File: src/inc/timer_pair_defs.svh
// Offsets, field positions, reset values and timing counts of the timer pair common control
`ifndef TIMER_PAIR_DEFS_SVH
`define TIMER_PAIR_DEFS_SVH

`define TCC_ADDR 8'h01
`define TCC_RESET 8'h00
`define TCC_MODE_BIT 7
`define TCC_ROUTE_BIT 6
`define TCC_EDGE_HI 5
`define TCC_EDGE_LO 4
`define TCC_OUT_HI 3
`define TCC_OUT_LO 2
`define TCC_NARROW_BIT 1
`define TCC_WIDE_BIT 0
`define NARROW_START 8'hFF
`define FILT_SHORT_CYCLES 4
`define FILT_LONG_CYCLES 8

`endif

File: src/inc/timer_pair_pkg.sv
// Field encodings and state types of the timer pair common control
package timer_pair_pkg;

	typedef enum logic [1:0] {
		OUT_NORMAL = 2'h0,
		OUT_PING_PONG = 2'h1,
		OUT_FORCE_LOW = 2'h2,
		OUT_FORCE_HIGH = 2'h3
	} out_mode_t;

	typedef enum logic [1:0] {
		FILT_NONE = 2'h0,
		FILT_SHORT = 2'h1,
		FILT_LONG = 2'h2,
		FILT_RESERVED = 2'h3
	} filter_sel_t;

	typedef enum logic [1:0] {
		LOGIC_AND = 2'h0,
		LOGIC_OR = 2'h1,
		LOGIC_NOR = 2'h2,
		LOGIC_NAND = 2'h3
	} logic_fn_t;

	typedef enum logic [1:0] {
		EDGE_FALL = 2'h0,
		EDGE_RISE = 2'h1,
		EDGE_BOTH = 2'h2,
		EDGE_RESERVED = 2'h3
	} edge_sel_t;

	typedef struct packed {
		logic clean;
		logic [3:0] count;
	} filter_state_t;

	typedef struct packed {
		logic [7:0] ctrl;
		logic rise_flag;
		logic fall_flag;
		logic [7:0] rd_data;
		logic prim_meta;
		logic prim_sync;
		logic alt_meta;
		logic alt_sync;
		logic filt_prev;
		logic counting;
		logic [7:0] narrow_count;
		logic [7:0] cap_rise;
		logic [7:0] cap_fall;
		logic cap_strobe;
		logic ping_pong;
		logic wide_out;
		logic pin_out;
	} ctrl_state_t;

endpackage

File: src/inc/demod_filter_if.sv
// Carrier between the control block and its demodulator noise filter
`timescale 1ns/1ps
interface demod_filter_if;
	logic raw;
	logic [1:0] length_sel;
	logic clean;

	modport host (output raw, output length_sel, input clean);
	modport filter (input raw, input length_sel, output clean);
endinterface

File: src/core/demod_input_filter.sv
// Noise filter on the selected demodulator input
`timescale 1ns/1ps
`include "timer_pair_defs.svh"
module demod_input_filter #(
	parameter int SHORT_CYCLES = `FILT_SHORT_CYCLES,
	parameter int LONG_CYCLES = `FILT_LONG_CYCLES
) (
	// Clock and reset
	input wire logic sys_clk,
	input wire logic rst_n,
	// Link to the control block
	demod_filter_if.filter flt
);

	timer_pair_pkg::filter_state_t st;
	timer_pair_pkg::filter_state_t next_st;
	logic [3:0] limit;

	always_comb begin
		next_st = st;
		limit = 4'h0;
		case (timer_pair_pkg::filter_sel_t'(flt.length_sel))
			timer_pair_pkg::FILT_SHORT: limit = 4'(SHORT_CYCLES - 1);
			timer_pair_pkg::FILT_LONG: limit = 4'(LONG_CYCLES - 1);
			default: limit = 4'h0;
		endcase
		// Level must hold for the whole window before it is accepted
		if (flt.raw == st.clean) begin
			next_st.count = 4'h0;
		end else if (st.count >= limit) begin
			next_st.clean = flt.raw;
			next_st.count = 4'h0;
		end else begin
			next_st.count = st.count + 4'h1;
		end
	end

	always_ff @(posedge sys_clk or negedge rst_n) begin
		if (!rst_n) begin
			st <= '0;
		end else begin
			st <= next_st;
		end
	end

	assign flt.clean = st.clean;

endmodule

File: src/core/timer_pair_common_control.sv
// Common control of the narrow and wide counters: modes, output logic and demodulation
`timescale 1ns/1ps
`include "timer_pair_defs.svh"
module timer_pair_common_control (
	// Clock and reset
	input wire logic sys_clk,
	input wire logic rst_n,
	// Register file access
	input wire logic [7:0] reg_addr,
	input wire logic reg_wr,
	input wire logic [7:0] reg_wdata,
	output logic [7:0] reg_rdata,
	// Counter outputs before shaping
	input wire logic narrow_counter_output,
	input wire logic wide_counter_raw,
	input wire logic narrow_counter_enable,
	// Port data used when the pin is an ordinary output
	input wire logic port_output_data,
	// Demodulator input pins
	input wire logic demod_input_pin_primary,
	input wire logic demod_input_pin_alternate,
	// Settings handed to the counters
	output logic wide_start_level,
	output logic narrow_start_level,
	output logic ping_pong_mode,
	output logic demod_mode,
	// Shaped outputs
	output logic wide_counter_output,
	output logic timer_output_pin,
	// Demodulation results
	output logic rise_edge_flag,
	output logic fall_edge_flag,
	output logic [7:0] narrow_count,
	output logic [7:0] capture_rise,
	output logic [7:0] capture_fall,
	output logic capture_strobe
);

	timer_pair_pkg::ctrl_state_t st;
	timer_pair_pkg::ctrl_state_t next_st;

	demod_filter_if flt ();

	demod_input_filter #(
		.SHORT_CYCLES(`FILT_SHORT_CYCLES),
		.LONG_CYCLES(`FILT_LONG_CYCLES)
	) u_filter (
		.sys_clk(sys_clk),
		.rst_n(rst_n),
		.flt(flt.filter)
	);

	////////////////////////////////////////////////////////////////////////////////////////////
	// Field decode

	logic is_demod;
	logic reg_hit;
	logic edge_rise;
	logic edge_fall;
	logic hit_rise;
	logic hit_fall;
	logic wide_eff;
	logic combined;
	timer_pair_pkg::edge_sel_t edge_sel;
	timer_pair_pkg::logic_fn_t logic_fn;
	timer_pair_pkg::out_mode_t out_mode;

	assign is_demod = st.ctrl[`TCC_MODE_BIT];
	assign edge_sel = timer_pair_pkg::edge_sel_t'(st.ctrl[`TCC_EDGE_HI:`TCC_EDGE_LO]);
	assign logic_fn = timer_pair_pkg::logic_fn_t'(st.ctrl[`TCC_EDGE_HI:`TCC_EDGE_LO]);
	assign out_mode = timer_pair_pkg::out_mode_t'(st.ctrl[`TCC_OUT_HI:`TCC_OUT_LO]);
	assign reg_hit = reg_wr && (reg_addr == `TCC_ADDR);

	// Source pin choice and filter length
	assign flt.raw = st.ctrl[`TCC_ROUTE_BIT] ? st.alt_sync : st.prim_sync;
	assign flt.length_sel = is_demod ? st.ctrl[`TCC_OUT_HI:`TCC_OUT_LO] : 2'h0;

	assign edge_rise = flt.clean && !st.filt_prev;
	assign edge_fall = !flt.clean && st.filt_prev;
	// Reserved edge code detects nothing
	assign hit_rise = is_demod && edge_rise &&
		(edge_sel == timer_pair_pkg::EDGE_RISE || edge_sel == timer_pair_pkg::EDGE_BOTH);
	assign hit_fall = is_demod && edge_fall &&
		(edge_sel == timer_pair_pkg::EDGE_FALL || edge_sel == timer_pair_pkg::EDGE_BOTH);

	////////////////////////////////////////////////////////////////////////////////////////////
	// Transmit output shaping

	always_comb begin
		case (out_mode)
			timer_pair_pkg::OUT_FORCE_LOW: wide_eff = 1'b0;
			timer_pair_pkg::OUT_FORCE_HIGH: wide_eff = 1'b1;
			default: wide_eff = wide_counter_raw;
		endcase
		case (logic_fn)
			timer_pair_pkg::LOGIC_AND: combined = narrow_counter_output & wide_eff;
			timer_pair_pkg::LOGIC_OR: combined = narrow_counter_output | wide_eff;
			timer_pair_pkg::LOGIC_NOR: combined = ~(narrow_counter_output | wide_eff);
			timer_pair_pkg::LOGIC_NAND: combined = ~(narrow_counter_output & wide_eff);
			default: combined = 1'b0;
		endcase
	end

	////////////////////////////////////////////////////////////////////////////////////////////
	// Next state

	always_comb begin
		next_st = st;
		next_st.prim_meta = demod_input_pin_primary;
		next_st.prim_sync = st.prim_meta;
		next_st.alt_meta = demod_input_pin_alternate;
		next_st.alt_sync = st.alt_meta;
		next_st.filt_prev = flt.clean;
		next_st.cap_strobe = 1'b0;

		// Register write; in demodulation the low two bits are clear-on-one flags
		if (reg_hit) begin
			if (is_demod) begin
				next_st.ctrl[7:2] = reg_wdata[7:2];
				if (reg_wdata[`TCC_NARROW_BIT]) begin
					next_st.rise_flag = 1'b0;
				end
				if (reg_wdata[`TCC_WIDE_BIT]) begin
					next_st.fall_flag = 1'b0;
				end
			end else begin
				next_st.ctrl = reg_wdata;
			end
		end
		// An edge in the cycle of a clear still sets the flag
		if (hit_rise) begin
			next_st.rise_flag = 1'b1;
		end
		if (hit_fall) begin
			next_st.fall_flag = 1'b1;
		end

		// Narrow counter in demodulation
		if (!is_demod || !narrow_counter_enable) begin
			next_st.counting = 1'b0;
		end else if (hit_rise || hit_fall) begin
			if (!st.counting) begin
				next_st.counting = 1'b1;
				next_st.narrow_count = `NARROW_START;
			end else begin
				next_st.narrow_count = st.narrow_count - 8'h01;
				next_st.cap_strobe = 1'b1;
				if (hit_rise) begin
					next_st.cap_rise = ~st.narrow_count;
				end else begin
					next_st.cap_fall = ~st.narrow_count;
				end
			end
		end else if (st.counting) begin
			next_st.narrow_count = st.narrow_count - 8'h01;
		end

		// Transmit shaping; in demodulation the pin is an ordinary port output
		next_st.ping_pong = !is_demod && (out_mode == timer_pair_pkg::OUT_PING_PONG);
		next_st.wide_out = is_demod ? wide_counter_raw : wide_eff;
		if (!is_demod && st.ctrl[`TCC_ROUTE_BIT]) begin
			next_st.pin_out = combined;
		end else begin
			next_st.pin_out = port_output_data;
		end

		// Read data, one cycle behind the address
		if (reg_addr == `TCC_ADDR) begin
			next_st.rd_data = st.ctrl;
			if (is_demod) begin
				next_st.rd_data[`TCC_NARROW_BIT] = st.rise_flag;
				next_st.rd_data[`TCC_WIDE_BIT] = st.fall_flag;
			end
		end else begin
			next_st.rd_data = 8'h00;
		end
	end

	always_ff @(posedge sys_clk or negedge rst_n) begin
		if (!rst_n) begin
			st <= '0;
		end else begin
			st <= next_st;
		end
	end

	////////////////////////////////////////////////////////////////////////////////////////////
	// Outputs

	assign reg_rdata = st.rd_data;
	assign wide_start_level = st.ctrl[`TCC_WIDE_BIT];
	assign narrow_start_level = st.ctrl[`TCC_NARROW_BIT];
	assign ping_pong_mode = st.ping_pong;
	assign demod_mode = st.ctrl[`TCC_MODE_BIT];
	assign wide_counter_output = st.wide_out;
	assign timer_output_pin = st.pin_out;
	assign rise_edge_flag = st.rise_flag;
	assign fall_edge_flag = st.fall_flag;
	assign narrow_count = st.narrow_count;
	assign capture_rise = st.cap_rise;
	assign capture_fall = st.cap_fall;
	assign capture_strobe = st.cap_strobe;

endmodule

File: config.mk
export PLATFORM = sky130hd
export DESIGN_NAME = timer_pair_common_control
export DESIGN_NICKNAME = d
export VERILOG_FILES = /design/src/inc/timer_pair_pkg.sv /design/src/inc/demod_filter_if.sv /design/src/core/demod_input_filter.sv /design/src/core/timer_pair_common_control.sv
export VERILOG_INCLUDE_DIRS = /design/src /design/src/inc
export SDC_FILE = /design/constraint.sdc
export NUM_CORES = 1
export LEC_CHECK = 0
export ABC_AREA = 1
export BUFFER_PORTS_ARGS = -buffer_cell sky130_fd_sc_hd__buf_2
export CAP_MARGIN = 10
export CORE_UTILIZATION = 33
export CTS_BUF_LIST = sky130_fd_sc_hd__clkbuf_8
export DETAILED_ROUTE_END_ITERATION = 8
export GPL_ROUTABILITY_DRIVEN = 0
export GPL_TIMING_DRIVEN = 0
export PLACE_DENSITY = 0.55
export SLEW_MARGIN = 20
export SYNTH_ARGS = -nofsm -noshare
export SYNTH_HDL_FRONTEND = slang
export SYNTH_SLANG_ARGS = --single-unit
File: constraint.sdc
create_clock -name sys_clk -period 2.6 [get_ports sys_clk]
set_input_delay 0.26 -clock sys_clk [delete_from_list [all_inputs] [get_ports sys_clk]]
set_output_delay 0.26 -clock sys_clk [all_outputs]
set_load 0.02 [all_outputs]
==> impl_metrics.prom, run 1 <==
# TYPE chip_impl_metric gauge
chip_impl_metric{name="syn-mean-instance-area",unit="sq um"} 9.20
chip_impl_metric{name="cts_setup_buffers",unit=""} 0
chip_impl_metric{name="power_per_cell_area",unit="nW/um^2"} 661
chip_impl_metric{name="grt_pass1_wl",unit="microns"} 9210
chip_impl_metric{name="insertion_delay",unit="ns"} 0.34
chip_impl_metric{name="yosys_register_bits",unit=""} 57
chip_impl_metric{name="syn-num-nets",unit=""} 336
chip_impl_metric{name="required",unit="ns"} 2.84
chip_impl_metric{name="setup_total_negative_slack",unit="ns"} 0
chip_impl_metric{name="synth-edff-count",unit=""} 0
chip_impl_info{name="synth_top_cells_by_count",value="sky130_fd_sc_hd__nand2_1 (64), sky130_fd_sc_hd__dfrtp_1 (57), sky130_fd_sc_hd__buf_4 (32)"} 1
chip_impl_metric{name="pin_count_of_the_biggest_net_entering_global_routing",unit=""} 58
chip_impl_info{name="cell_with_the_most_instances_after_synthesis",value="sky130_fd_sc_hd__nand2_1"} 1
chip_impl_info{name="critical_path_class",value="reg -> reg"} 1
chip_impl_info{name="worst_setup_path_end_kind",value="flop"} 1
chip_impl_metric{name="report.final.slew_viol_count",unit=""} 0
chip_impl_metric{name="max-clock-path-buffers",unit=""} 2
chip_impl_metric{name="worst_ir_drop_vdd",unit="mV"} 0.269
chip_impl_metric{name="pwr-share-seq",unit="%"} 45.7
chip_impl_metric{name="clock.fmax",unit="MHz"} 463
chip_impl_metric{name="dp_hpwl",unit="microns"} 3920
chip_impl_metric{name="clk_transition_reported_paths",unit="ns"} 0.07
chip_impl_info{name="clk_root_buffer_cell",value="sky130_fd_sc_hd__clkbuf_8"} 1
chip_impl_metric{name="holdBufCountCts",unit=""} 0
chip_impl_metric{name="placement_rows",unit=""} 33
chip_impl_metric{name="placed_cells_incl_taps",unit=""} 471
chip_impl_metric{name="place_area",unit="sq um"} 3230
chip_impl_metric{name="clock_tree.htree_level_count",unit=""} 3
chip_impl_metric{name="cts_sinks",unit=""} 57
chip_impl_metric{name="critical_path_arrival",unit="ns"} 2.40
chip_impl_metric{name="n_antenna_cell",unit=""} 0
chip_impl_metric{name="leakage",unit="nW"} 1.93
chip_impl_metric{name="viasPerCell",unit=""} 4.28
chip_impl_info{name="worst_hold_path_type",value="in -> async"} 1
chip_impl_info{name="critical_path.startpoint_type",value="flop"} 1
chip_impl_metric{name="synth_top_cell_area_share",unit="%"} 51.5
chip_impl_metric{name="die_height",unit="microns"} 93.6
chip_impl_metric{name="number_of_warnings_reported_in_the_yosys_synthesis_log",unit=""} 0
chip_impl_metric{name="grt_antenna_before_repair",unit=""} 0
chip_impl_metric{name="finalWorstPathRequiredPeriod",unit="ns"} 2.16
chip_impl_metric{name="worst_clock_skew",unit="ns"} 0.0111
chip_impl_metric{name="power_report.internal_total",unit="mW"} 1.58
chip_impl_metric{name="area.growth.synth_to_final",unit="%"} 23.7
chip_impl_metric{name="critPathMaxFanout",unit=""} 10
chip_impl_info{name="netlist_top_cells_area",value="sky130_fd_sc_hd__dfrtp_1 (51%), sky130_fd_sc_hd__buf_4 (8.7%), sky130_fd_sc_hd__nand2_1 (8.7%)"} 1
chip_impl_metric{name="detailroute.via_count",unit=""} 2083
chip_impl_metric{name="async_reset_ff_share",unit="%"} 100
chip_impl_metric{name="pwr-share-comb",unit="%"} 18.2
chip_impl_metric{name="finalCritPeriodShare",unit="%"} 83.0
chip_impl_metric{name="synth.yosys.seq_area_share",unit="%"} 51.5
chip_impl_metric{name="worst_pin_slew",unit="ns"} 0.711
chip_impl_metric{name="initial_utilization",unit="%"} 33.9
chip_impl_metric{name="postLayoutCellArea",unit="sq um"} 3430
chip_impl_metric{name="slew-limit-headroom",unit="%"} 52.6
chip_impl_metric{name="post_synth_instance_area",unit="sq um"} 2770
chip_impl_info{name="synth_ff_type",value="sky130_fd_sc_hd__dfrtp_1"} 1
chip_impl_metric{name="floorplan.io_pins",unit=""} 66
chip_impl_metric{name="p_sw",unit="mW"} 0.679
chip_impl_metric{name="synth_cell_type_count",unit=""} 29
chip_impl_info{name="rsz0062_at_grt",value="false"} 1
chip_impl_metric{name="placeableCoreArea",unit="sq um"} 8180
chip_impl_metric{name="regToRegSetupSlack",unit="ns"} 0.44
chip_impl_metric{name="report.final.hold_viol_count",unit=""} 40
chip_impl_metric{name="drtIter0Drc",unit=""} 100
chip_impl_metric{name="die_span_x",unit="microns"} 93.6
chip_impl_metric{name="number_of_cells_produced_by_synthesis",unit=""} 301
chip_impl_metric{name="routed_wirelength",unit="microns"} 5520
chip_impl_metric{name="cts_resized",unit=""} 0
chip_impl_metric{name="grt_remaining_overflow",unit=""} 0
chip_impl_info{name="run_status",value="finished, violations left"} 1
chip_impl_metric{name="wire_per_inst",unit="microns"} 11.3
chip_impl_metric{name="numCtsBuffers",unit=""} 9
chip_impl_metric{name="nets_final",unit=""} 412
chip_impl_metric{name="drive_above_1_share",unit="%"} 35.6
chip_impl_metric{name="count_of_fill_cells_added_during_filler_insertion",unit=""} 857
chip_impl_metric{name="pwr-share-clk",unit="%"} 36.1
chip_impl_metric{name="place.port_buffers",unit=""} 65
chip_impl_metric{name="drt_pass1_iterations",unit=""} 4
chip_impl_info{name="netlist.top_cell.by_area",value="sky130_fd_sc_hd__dfrtp_1"} 1
chip_impl_metric{name="power.share.switching",unit="%"} 30.0
chip_impl_metric{name="floorplan.die_area",unit="sq um"} 8760
chip_impl_metric{name="drv.max_cap_violation_count",unit=""} 0
chip_impl_metric{name="total_drc_errors_in_the_routed_layout",unit=""} 0
chip_impl_metric{name="total_power",unit="mW"} 2.26
chip_impl_metric{name="drt.antenna.violating_nets",unit=""} 0
chip_impl_metric{name="gr-usage-all-layers",unit="%"} 13.9
chip_impl_metric{name="hold_ws",unit="ns"} -0.0267
chip_impl_metric{name="setup_viol",unit=""} 0
chip_impl_metric{name="worst-r2r-cell-count",unit=""} 11
chip_impl_info{name="regToRegEndpoint",value="u_filter.st[2]"} 1
chip_impl_info{name="violations_in_the_final_reports",value="negative hold slack"} 1
chip_impl_info{name="worst_r2r_startpoint",value="demod_mode"} 1
chip_impl_metric{name="finish.cell_count_without_fillers",unit=""} 487
chip_impl_info{name="clock_tree_from_tritoncts",value="done"} 1
chip_impl_metric{name="grt_pass1_vias",unit=""} 1971
[layout by cell type (no fill, tap or decap), types with 3 or more instances in the layout]
master	count
sky130_fd_sc_hd__a21oi_1	13
sky130_fd_sc_hd__buf_2	65
sky130_fd_sc_hd__buf_4	33
sky130_fd_sc_hd__buf_6	3
sky130_fd_sc_hd__clkbuf_8	10
sky130_fd_sc_hd__dfrtp_1	57
sky130_fd_sc_hd__ha_1	10
sky130_fd_sc_hd__inv_1	29
sky130_fd_sc_hd__nand2_1	64
sky130_fd_sc_hd__nand2_2	3
sky130_fd_sc_hd__nand3_1	13
sky130_fd_sc_hd__nand4_1	5
sky130_fd_sc_hd__nor2_1	24
sky130_fd_sc_hd__nor2_2	3
sky130_fd_sc_hd__nor3_1	6
sky130_fd_sc_hd__o21ai_0	12
sky130_fd_sc_hd__o21ai_1	4
sky130_fd_sc_hd__o21ai_2	8
[per-stage QoR]
stage          util, %  worst slack, ns
6_report          41.9            0.441
4_1_cts           41.9            0.431
5_1_grt           41.9            0.291
2_1_floorplan        -            0.639
3_5_place_dp      39.5            0.476
3_3_place_gp      39.5            0.551
[how the worst max path moves through the flow]
stage / start / to / slack [ns] / cells past startpoint
finish: demod_mode / u_filter.st[2] / 0.44 / 11
global placement: demod_mode / u_filter.st[0] / 0.55 / 11
floorplan: demod_mode / u_filter.flt.clean / 0.64 / 12
CTS: demod_mode / u_filter.st[0] / 0.43 / 11
detailed placement: demod_mode / u_filter.st[0] / 0.48 / 11
global route: demod_mode / u_filter.st[2] / 0.29 / 11
[registers in the layout, indices dropped and copies added, names as in the netlist, 2 cells and up]
signal        flops
reg_rdata         8
narrow_count      8
out_mode          2
u_filter.st       4
capture_fall      8
capture_rise      8
st                5
edge_sel          2
next_st           2
[kinds of logic after synthesis]
family                     share of synthesized area, %
and+or+nand+nor                                    20.2
buffers and inverters                              14.3
DFF                                                51.5
AOI/OAI and AO/OA                                  8.54
adders and majority gates                          4.52
xor gates and xnor gates                          0.949
[worst max-delay path, cell delays in order, from the launching register on]
cell and delay (ns):
sky130_fd_sc_hd__dfrtp_1 0.43, sky130_fd_sc_hd__buf_6 0.17, sky130_fd_sc_hd__nand2_1 0.06, sky130_fd_sc_hd__inv_1 0.04
sky130_fd_sc_hd__ha_1 0.29, sky130_fd_sc_hd__inv_1 0.04, sky130_fd_sc_hd__ha_1 0.26, sky130_fd_sc_hd__inv_1 0.05
sky130_fd_sc_hd__a21boi_0 0.06, sky130_fd_sc_hd__o21ai_0 0.21, sky130_fd_sc_hd__nand3_1 0.23, sky130_fd_sc_hd__nor3_1 0.22
[layer usage]
layer / up-vias / share of wire (%) / GRT usage, %
li1: 1084 / - / -
met1: 939 / 49 / 18.8
met2: 50 / 43 / 20.8
met3: 10 / 5.3 / 2.85
met4: 0 / 1.9 / 7.69
met5: - / 0 / 0
[power by group through the flow]
stage               Clock, mW  Sequential [mW]  Combinational [mW]
floorplan                   0             1.04               0.295
global placement            0             1.05               0.405
detailed placement          0             1.05               0.414
CTS                     0.837             1.04               0.418
global route            0.876             1.05               0.470
finish                  0.817             1.03               0.411
[final cells by class]
type | count | area [sq um] | area share [%]
Clock inverter | 6 | 58.8 | 1.72
Inverter | 31 | 116 | 3.40
Sequential cell | 57 | 1430 | 41.6
Tap cell | 105 | 131 | 3.83
Buffer | 36 | 279 | 8.14
Multi-Input combinational cell | 177 | 948 | 27.7
Clock buffer | 10 | 138 | 4.02
Timing Repair Buffer | 65 | 328 | 9.57
Power figures use the tool's default switching activity.
==> run 2: changes to the inputs <==
PLACE_DENSITY = 0.57   (was 0.55)
clock period = 1.7 ns   (was 2.6 ns; I/O delays follow)
==> run 2 against run 1 <==
Compared with the run above:
- the run ends with negative setup slack left
- die area stayed put
- clock power up 58%
- via count rose by 3.7%
- first-iteration DRC count shrank 15%
- combinational power rose by 84%
- fmax up 26%
- worst setup slack lost 0.46 ns
- register-to-register slack got worse by 0.46 ns
- largest power group unchanged
==> impl_metrics.prom, run 2 (synthesis results as in run 1) <==
# TYPE chip_impl_metric gauge
chip_impl_metric{name="max-clock-path-buffers",unit=""} 2
chip_impl_info{name="critical_path.startpoint_type",value="flop"} 1
chip_impl_metric{name="critPathMaxFanout",unit=""} 5
chip_impl_metric{name="worst_ir_drop_vdd",unit="mV"} 0.447
chip_impl_metric{name="n_antenna_cell",unit=""} 0
chip_impl_metric{name="place.port_buffers",unit=""} 65
chip_impl_metric{name="wire_per_inst",unit="microns"} 11.4
chip_impl_info{name="violations_in_the_final_reports",value="negative setup slack"} 1
chip_impl_metric{name="grt_pass1_wl",unit="microns"} 9510
chip_impl_metric{name="grt_antenna_before_repair",unit=""} 0
chip_impl_info{name="run_status",value="finished, violations left"} 1
chip_impl_metric{name="report.final.hold_viol_count",unit=""} 0
chip_impl_metric{name="drt.antenna.violating_nets",unit=""} 0
chip_impl_metric{name="placeableCoreArea",unit="sq um"} 8180
chip_impl_info{name="worst_setup_path_end_kind",value="flop"} 1
chip_impl_metric{name="setup_viol",unit=""} 1
chip_impl_metric{name="numCtsBuffers",unit=""} 9
chip_impl_metric{name="area.growth.synth_to_final",unit="%"} 31.6
chip_impl_info{name="layout.cells.most_common_list",value="sky130_fd_sc_hd__buf_2 (65), sky130_fd_sc_hd__nand2_1 (63), sky130_fd_sc_hd__dfrtp_1 (56)"} 1
chip_impl_metric{name="gr-usage-all-layers",unit="%"} 14.2
chip_impl_info{name="critPathTopFamily",value="adder cells"} 1
chip_impl_metric{name="drv.max_cap_violation_count",unit=""} 0
chip_impl_metric{name="drive_above_1_share",unit="%"} 41.6
chip_impl_info{name="clock_tree_from_tritoncts",value="done"} 1
chip_impl_metric{name="insertion_delay",unit="ns"} 0.33
chip_impl_metric{name="dp_hpwl",unit="microns"} 3910
chip_impl_metric{name="timing.final.ws_setup",unit="ns"} -0.0180
chip_impl_info{name="path_cells",value="nand2_2, inv_2, ha_4, ha_4, a21boi_2, o21ai_2, nand3_4, nand2_1, nand2_1"} 1
chip_impl_metric{name="count_of_fill_cells_added_during_filler_insertion",unit=""} 827
chip_impl_metric{name="worst_clock_skew",unit="ns"} 0.00705
chip_impl_metric{name="die_span_x",unit="microns"} 93.6
chip_impl_info{name="rsz0062_at_grt",value="true"} 1
chip_impl_info{name="cp_slowest_cell",value="sky130_fd_sc_hd__dfrtp_2"} 1
chip_impl_metric{name="slew-limit-headroom",unit="%"} 52.0
chip_impl_metric{name="floorplan.die_area",unit="sq um"} 8760
chip_impl_metric{name="critical_path_arrival",unit="ns"} 1.93
chip_impl_metric{name="fin_util",unit="%"} 44.6
chip_impl_metric{name="finalCritPeriodShare",unit="%"} 101
chip_impl_metric{name="cp.buffers_inverters",unit=""} 1
chip_impl_info{name="critical_path_class",value="reg -> reg"} 1
chip_impl_info{name="clk_root_buffer_cell",value="sky130_fd_sc_hd__clkbuf_8"} 1
chip_impl_metric{name="required",unit="ns"} 1.91
chip_impl_metric{name="grt_pass1_vias",unit=""} 2086
chip_impl_metric{name="clk_transition_reported_paths",unit="ns"} 0.06
chip_impl_metric{name="die_height",unit="microns"} 93.6
chip_impl_metric{name="drt_pass1_iterations",unit=""} 4
chip_impl_metric{name="drtIter0Drc",unit=""} 85
chip_impl_info{name="worst_hold_path_type",value="in -> reg"} 1
chip_impl_metric{name="placement_rows",unit=""} 33
chip_impl_metric{name="power_per_cell_area",unit="nW/um^2"} 998
chip_impl_metric{name="floorplan.io_pins",unit=""} 66
chip_impl_metric{name="total_drc_errors_in_the_routed_layout",unit=""} 0
chip_impl_metric{name="worst_pin_slew",unit="ns"} 0.719
chip_impl_metric{name="clock_tree.htree_level_count",unit=""} 3
chip_impl_metric{name="cts_sinks",unit=""} 57
chip_impl_metric{name="pin_count_of_the_biggest_net_entering_global_routing",unit=""} 58
chip_impl_metric{name="initial_utilization",unit="%"} 33.9
chip_impl_metric{name="grt_remaining_overflow",unit=""} 0
chip_impl_info{name="final_common_cell",value="sky130_fd_sc_hd__buf_2"} 1
chip_impl_metric{name="hold_ws",unit="ns"} 0.0460
chip_impl_metric{name="report.final.slew_viol_count",unit=""} 0
chip_impl_metric{name="viasPerCell",unit=""} 4.33
chip_impl_metric{name="leakage",unit="nW"} 1.99
chip_impl_metric{name="nets_final",unit=""} 424
chip_impl_metric{name="finalWorstPathRequiredPeriod",unit="ns"} 1.72
chip_impl_metric{name="detailroute.via_count",unit=""} 2160
chip_impl_metric{name="routed_wirelength",unit="microns"} 5660
chip_impl_metric{name="clock.fmax",unit="MHz"} 582
chip_impl_metric{name="critical_path.max_stage_delay",unit="ns"} 0.42
[run 2: metal layers]
metal  share of wire [%]  wire length, microns  vias to the layer above  global-route usage (%)
met5                   0                     0                        -                       0
met4                 1.6                    93                        0                    7.31
met3                 3.6                   203                        7                    2.68
met2                  47                  2670                       45                    22.2
met1                  48                  2700                      998                    18.7
li1                    -                     -                     1110                       -
[run 2: per-stage QoR]
step           instance area, sq um  setup TNS [ns]  setup slack, ns  power (mW)  cells
6_report                       3650         -0.0180          -0.0180        3.64    499
5_1_grt                        3650          -0.450           -0.118        3.85    499
4_1_cts                        3560          -0.354          -0.0926        3.62    497
3_5_place_dp                   3230           -1.84           -0.373        2.25    471
3_3_place_gp                   3230           -1.38           -0.283        2.23    471
2_1_floorplan                  2770          -0.856           -0.184        2.04    301
[run 2: area by class of cell]
cell class / instances / area [sq um] / share of cell area, %
Clock inverter: 4 / 42.5 / 1.17
Sequential cell: 57 / 1430 / 39.2
Multi-Input combinational cell: 177 / 1060 / 29.1
Tap cell: 105 / 131 / 3.60
Inverter: 31 / 119 / 3.26
Timing Repair Buffer: 78 / 433 / 11.9
Buffer: 35 / 268 / 7.34
Clock buffer: 12 / 165 / 4.53
[run 2: path summary, 6_finish.rpt]
kind                                  start                  to  slack, ns  cells past startpoint
max                              demod_mode  u_filter.flt.clean      -0.02                      9
min                        port_output_data    timer_output_pin       0.05                      3
max reg2reg                      demod_mode  u_filter.flt.clean      -0.02                      9
min reg2reg                     next_st[32]              st[32]       0.35                      0
max in group asynchronous             rst_n          demod_mode       0.74                      2
min in group asynchronous             rst_n     capture_fall[0]       0.44                      2
[run 2: power by group]
| part | internal [mW] | total (mW) | switching, mW | leakage [nW] |
|---|---|---|---|---|
| sequential | 1.46 | 1.59 | 0.126 | 0.725 |
| combinational | 0.326 | 0.758 | 0.432 | 1.15 |
| clock | 0.784 | 1.29 | 0.510 | 0.115 |
| total | 2.57 | 3.64 | 1.07 | 1.99 |
[run 2: timing repair]
item	4_1_cts	5_1_grt
resized for setup	9	16
hold buffers	3	0
pin swaps	7	10
setup buffers	8	2
endpoints found under the hold margin	59	0
setup endpoints to repair	7	29
[run 2: worst reg2reg max path: stages (launching register included)]
cell	delay (ns)
sky130_fd_sc_hd__dfrtp_2	0.42
sky130_fd_sc_hd__nand2_2	0.07
sky130_fd_sc_hd__inv_2	0.04
sky130_fd_sc_hd__ha_4	0.29
sky130_fd_sc_hd__ha_4	0.19
sky130_fd_sc_hd__a21boi_2	0.15
sky130_fd_sc_hd__o21ai_2	0.19
sky130_fd_sc_hd__nand3_4	0.14
sky130_fd_sc_hd__nand2_1	0.08
sky130_fd_sc_hd__nand2_1	0.05
==> run 3: changes to the inputs <==
PLACE_DENSITY = 0.56   (was 0.57)
SYNTH_HIERARCHICAL = 1   (was unset)
==> run 3 against run 2 <==
Compared with the run above:
- the flow now finishes without violations
- clock-buffer cell count grew 1
- clock skew is 0.0034 ns lower
- critical path depth is 3 higher
- fmax grew 2.8%
- cell count grew 4.6%
- flip-flop and latch count unchanged
- first-iteration DRC count grew 16%
- clock power rose by 5%
- synthesized area grew 3.4%
- sequential power decreased by 12%
- worst hold slack gained 0.011 ns
- critical endpoint is now u_filter/flt.clean
- largest cell class unchanged
- largest power group unchanged
==> impl_metrics.prom, run 3 <==
# TYPE chip_impl_metric gauge
chip_impl_info{name="run_status",value="complete, no violations"} 1
chip_impl_metric{name="total_power",unit="mW"} 2.93
chip_impl_metric{name="dp_hpwl",unit="microns"} 4250
chip_impl_info{name="worst_r2r_startpoint",value="demod_mode"} 1
chip_impl_info{name="worst_setup_path_end_kind",value="flop"} 1
chip_impl_metric{name="insertion_delay",unit="ns"} 0.33
chip_impl_metric{name="critical_path_arrival",unit="ns"} 1.90
chip_impl_info{name="netlist_top_cells_area",value="sky130_fd_sc_hd__dfrtp_1 (50%), sky130_fd_sc_hd__nand2_1 (11%), sky130_fd_sc_hd__buf_4 (8.9%)"} 1
chip_impl_metric{name="leakage",unit="nW"} 2.07
chip_impl_info{name="worst_hold_path_type",value="in -> reg"} 1
chip_impl_metric{name="drv.max_cap_violation_count",unit=""} 0
chip_impl_metric{name="detailroute.via_count",unit=""} 2293
chip_impl_metric{name="regToRegSetupSlack",unit="ns"} 0.03
chip_impl_info{name="timing.critical_path.mode_cell",value="sky130_fd_sc_hd__inv_2"} 1
chip_impl_metric{name="power_per_cell_area",unit="nW/um^2"} 774
chip_impl_metric{name="synth.yosys.seq_area_share",unit="%"} 49.8
chip_impl_metric{name="viasPerCell",unit=""} 4.39
chip_impl_metric{name="max-clock-path-buffers",unit=""} 2
chip_impl_info{name="worst_hold_startpoint",value="port_output_data"} 1
chip_impl_metric{name="gr-usage-all-layers",unit="%"} 15.1
chip_impl_metric{name="initial_utilization",unit="%"} 34.5
chip_impl_metric{name="post_synth_instance_area",unit="sq um"} 2870
chip_impl_info{name="layout.cells.most_common_list",value="sky130_fd_sc_hd__nand2_1 (71), sky130_fd_sc_hd__buf_2 (64), sky130_fd_sc_hd__dfrtp_1 (55)"} 1
chip_impl_metric{name="routed_wirelength",unit="microns"} 6200
chip_impl_metric{name="drt_pass1_iterations",unit=""} 4
chip_impl_metric{name="worst_clock_skew",unit="ns"} 0.00365
chip_impl_metric{name="clk_transition_reported_paths",unit="ns"} 0.06
chip_impl_metric{name="place_area",unit="sq um"} 3340
chip_impl_metric{name="async_reset_ff_share",unit="%"} 100
chip_impl_metric{name="drtIter0Drc",unit=""} 99
chip_impl_metric{name="total_drc_errors_in_the_routed_layout",unit=""} 0
chip_impl_metric{name="number_of_cells_produced_by_synthesis",unit=""} 327
chip_impl_metric{name="synth-edff-count",unit=""} 0
chip_impl_metric{name="placeableCoreArea",unit="sq um"} 8300
chip_impl_metric{name="slew-limit-headroom",unit="%"} 50.6
chip_impl_metric{name="syn-num-nets",unit=""} 362
chip_impl_metric{name="nets_final",unit=""} 448
chip_impl_metric{name="worst_ir_drop_vdd",unit="mV"} 0.586
chip_impl_metric{name="pin_count_of_the_biggest_net_entering_global_routing",unit=""} 58
chip_impl_metric{name="report.final.hold_viol_count",unit=""} 0
chip_impl_metric{name="cts_sinks",unit=""} 57
chip_impl_info{name="regToRegEndpoint",value="u_filter/flt.clean"} 1
chip_impl_metric{name="clock.fmax",unit="MHz"} 598
chip_impl_info{name="netlist.top_cell.by_area",value="sky130_fd_sc_hd__dfrtp_1"} 1
chip_impl_metric{name="postLayoutCellArea",unit="sq um"} 3790
chip_impl_metric{name="floorplan.io_pins",unit=""} 66
chip_impl_info{name="cell_with_the_most_instances_after_synthesis",value="sky130_fd_sc_hd__nand2_1"} 1
chip_impl_info{name="clk_root_buffer_cell",value="sky130_fd_sc_hd__clkbuf_8"} 1
chip_impl_metric{name="syn-mean-instance-area",unit="sq um"} 8.76
chip_impl_metric{name="yosys_register_bits",unit=""} 57
chip_impl_metric{name="report.final.slew_viol_count",unit=""} 0
chip_impl_metric{name="synth_cell_type_count",unit=""} 28
chip_impl_info{name="synth_top_cells_by_count",value="sky130_fd_sc_hd__nand2_1 (81), sky130_fd_sc_hd__dfrtp_1 (57), sky130_fd_sc_hd__buf_4 (34), sky130_fd_sc_hd__nor2_1 (34), sky130_fd_sc_hd__inv_1 (30)"} 1
chip_impl_metric{name="grt_remaining_overflow",unit=""} 0
chip_impl_metric{name="synth_top_cell_area_share",unit="%"} 49.8
chip_impl_info{name="cp_slowest_cell",value="sky130_fd_sc_hd__dfrtp_2"} 1
chip_impl_metric{name="drt.antenna.violating_nets",unit=""} 0
chip_impl_metric{name="floorplan.die_area",unit="sq um"} 9060
chip_impl_metric{name="holdPathStages",unit=""} 3
chip_impl_info{name="clock_tree_from_tritoncts",value="done"} 1
chip_impl_metric{name="numCtsBuffers",unit=""} 9
chip_impl_metric{name="critPathMaxFanout",unit=""} 5
chip_impl_metric{name="multiInputGateArea",unit="sq um"} 1170
chip_impl_metric{name="count_of_fill_cells_added_during_filler_insertion",unit=""} 817
chip_impl_info{name="critical_path.startpoint_type",value="flop"} 1
chip_impl_metric{name="grt_antenna_before_repair",unit=""} 0
chip_impl_metric{name="finalCritPeriodShare",unit="%"} 98.3
chip_impl_info{name="timing.hold.worst_endpoint",value="timer_output_pin"} 1
chip_impl_info{name="rsz0062_at_grt",value="true"} 1
chip_impl_metric{name="die_height",unit="microns"} 95.2
chip_impl_metric{name="clock_tree.htree_level_count",unit=""} 3
chip_impl_metric{name="critical_path.max_stage_delay",unit="ns"} 0.45
chip_impl_metric{name="drive_above_1_share",unit="%"} 42.7
chip_impl_metric{name="place.port_buffers",unit=""} 64
chip_impl_metric{name="finalWorstPathRequiredPeriod",unit="ns"} 1.67
chip_impl_metric{name="die_span_x",unit="microns"} 95.2
chip_impl_metric{name="required",unit="ns"} 1.93
chip_impl_info{name="final_common_cell",value="sky130_fd_sc_hd__nand2_1"} 1
chip_impl_metric{name="setup_viol",unit=""} 0
chip_impl_metric{name="n_antenna_cell",unit=""} 0
chip_impl_metric{name="number_of_warnings_reported_in_the_yosys_synthesis_log",unit=""} 6
chip_impl_info{name="path_cells",value="nand2_2, inv_2, inv_2, ha_4, inv_2, ha_4, inv_2, nor2_4, nand2_4, buf_6, nand4_1, nand2_1"} 1
chip_impl_metric{name="regArea",unit="sq um"} 1430
chip_impl_info{name="synth_ff_type",value="sky130_fd_sc_hd__dfrtp_1"} 1
chip_impl_metric{name="grt_pass1_wl",unit="microns"} 10300
chip_impl_info{name="critical_path_class",value="reg -> reg"} 1
chip_impl_metric{name="worst-r2r-cell-count",unit=""} 12
chip_impl_metric{name="wire_per_inst",unit="microns"} 11.9
chip_impl_metric{name="area.growth.synth_to_final",unit="%"} 32.3
chip_impl_metric{name="grt_pass1_vias",unit=""} 2143
chip_impl_metric{name="worst_pin_slew",unit="ns"} 0.741
chip_impl_metric{name="placement_rows",unit=""} 33
-- run 3: cell types whose count changed after synthesis, sizes merged, moves of 2 or more --
cell / previous run / this run
nand2: 68 / 87
nor2: 27 / 39
o21ai: 24 / 14
nand3: 15 / 21
clkbuf: 0 / 4
nor3: 6 / 2
inv: 30 / 32
xnor2: 2 / 0
xor2: 1 / 3
-- run 3: worst max-delay path, delay by kind of cell, from the launching register on --
family / cells / cell delay, ns
buffers and inverters: 5 / 0.28
AND/OR/NAND/NOR: 5 / 0.45
flip-flops: 1 / 0.45
adder cells (fa/ha/maj): 2 / 0.37
-- run 3: timing repair --
action	in CTS	in global routing
hold endpoints to repair	59	0
hold buffers	3	0
pin swaps	7	16
setup endpoints to repair	14	26
buffers inserted	5	5
resized for setup	13	29
-- run 3: routing by layer --
metal / part of all wire (%) / vias up / global-route usage (%)
met4: 1.8 / 0 / 7.95
li1: - / 1169 / -
met5: 0 / - / 0
met1: 49 / 1076 / 20.6
met2: 46 / 40 / 22.4
met3: 2.9 / 8 / 2.95
-- run 3: report_power, final --
group          internal (mW)  switching [mW]
Sequential              1.38          0.0198
Combinational         0.0681           0.111
Clock                  0.827           0.530
-- run 3: worst max-delay path by stage --
stage / from / end / slack [ns] / depth (start not counted)
floorplan: demod_mode / u_filter/flt.clean / -0.17 / 13
global placement: demod_mode / u_filter/flt.clean / -0.25 / 13
detailed placement: demod_mode / u_filter/flt.clean / -0.27 / 13
CTS: demod_mode / u_filter/flt.clean / -0.008 / 12
global route: demod_mode / u_filter/flt.clean / -0.05 / 12
finish: demod_mode / u_filter/flt.clean / 0.03 / 12
-- run 3: area by class of cell --
class | instances | area share, %
flip-flops and latches | 57 | 37.7
inverters | 32 | 3.30
well taps | 105 | 3.47
clock inverters | 2 | 0.924
clock buffers | 13 | 4.72
multi-input cells | 198 | 30.9
plain buffers | 38 | 7.36
repair buffers | 77 | 11.6
-- run 3: metrics by stage --
| stage | instances | TNS (ns) | hold WS, ns | setup WS [ns] | util [%] |
|---|---|---|---|---|---|
| 2_1_floorplan | 327 | -0.625 | -0.126 | -0.174 | - |
| 3_3_place_gp | 496 | -1.04 | 0.281 | -0.245 | 40.2 |
| 3_5_place_dp | 496 | -1.21 | 0.281 | -0.266 | 40.2 |
| 4_1_cts | 518 | -0.00824 | 0.0409 | -0.00824 | 44.2 |
| 5_1_grt | 522 | -0.0465 | 0.0539 | -0.0465 | 45.7 |
| 6_report | 522 | 0 | 0.0568 | 0.0288 | 45.7 |
-- run 3: logic make-up (layout without fill, tap and decap cells) --
| family | count (synthesis) | in the layout | synth area share, % |
|---|---|---|---|
| and+or+nand+nor | 157 | 157 | 24.0 |
| DFF | 57 | 57 | 49.8 |
| AOI/OAI and AO/OA | 28 | 28 | 6.42 |
| adders and majority gates | 10 | 10 | 4.37 |
| xor gates and xnor gates | 3 | 3 | 1.18 |
| buffers and inverters | 72 | 162 | 14.3 |
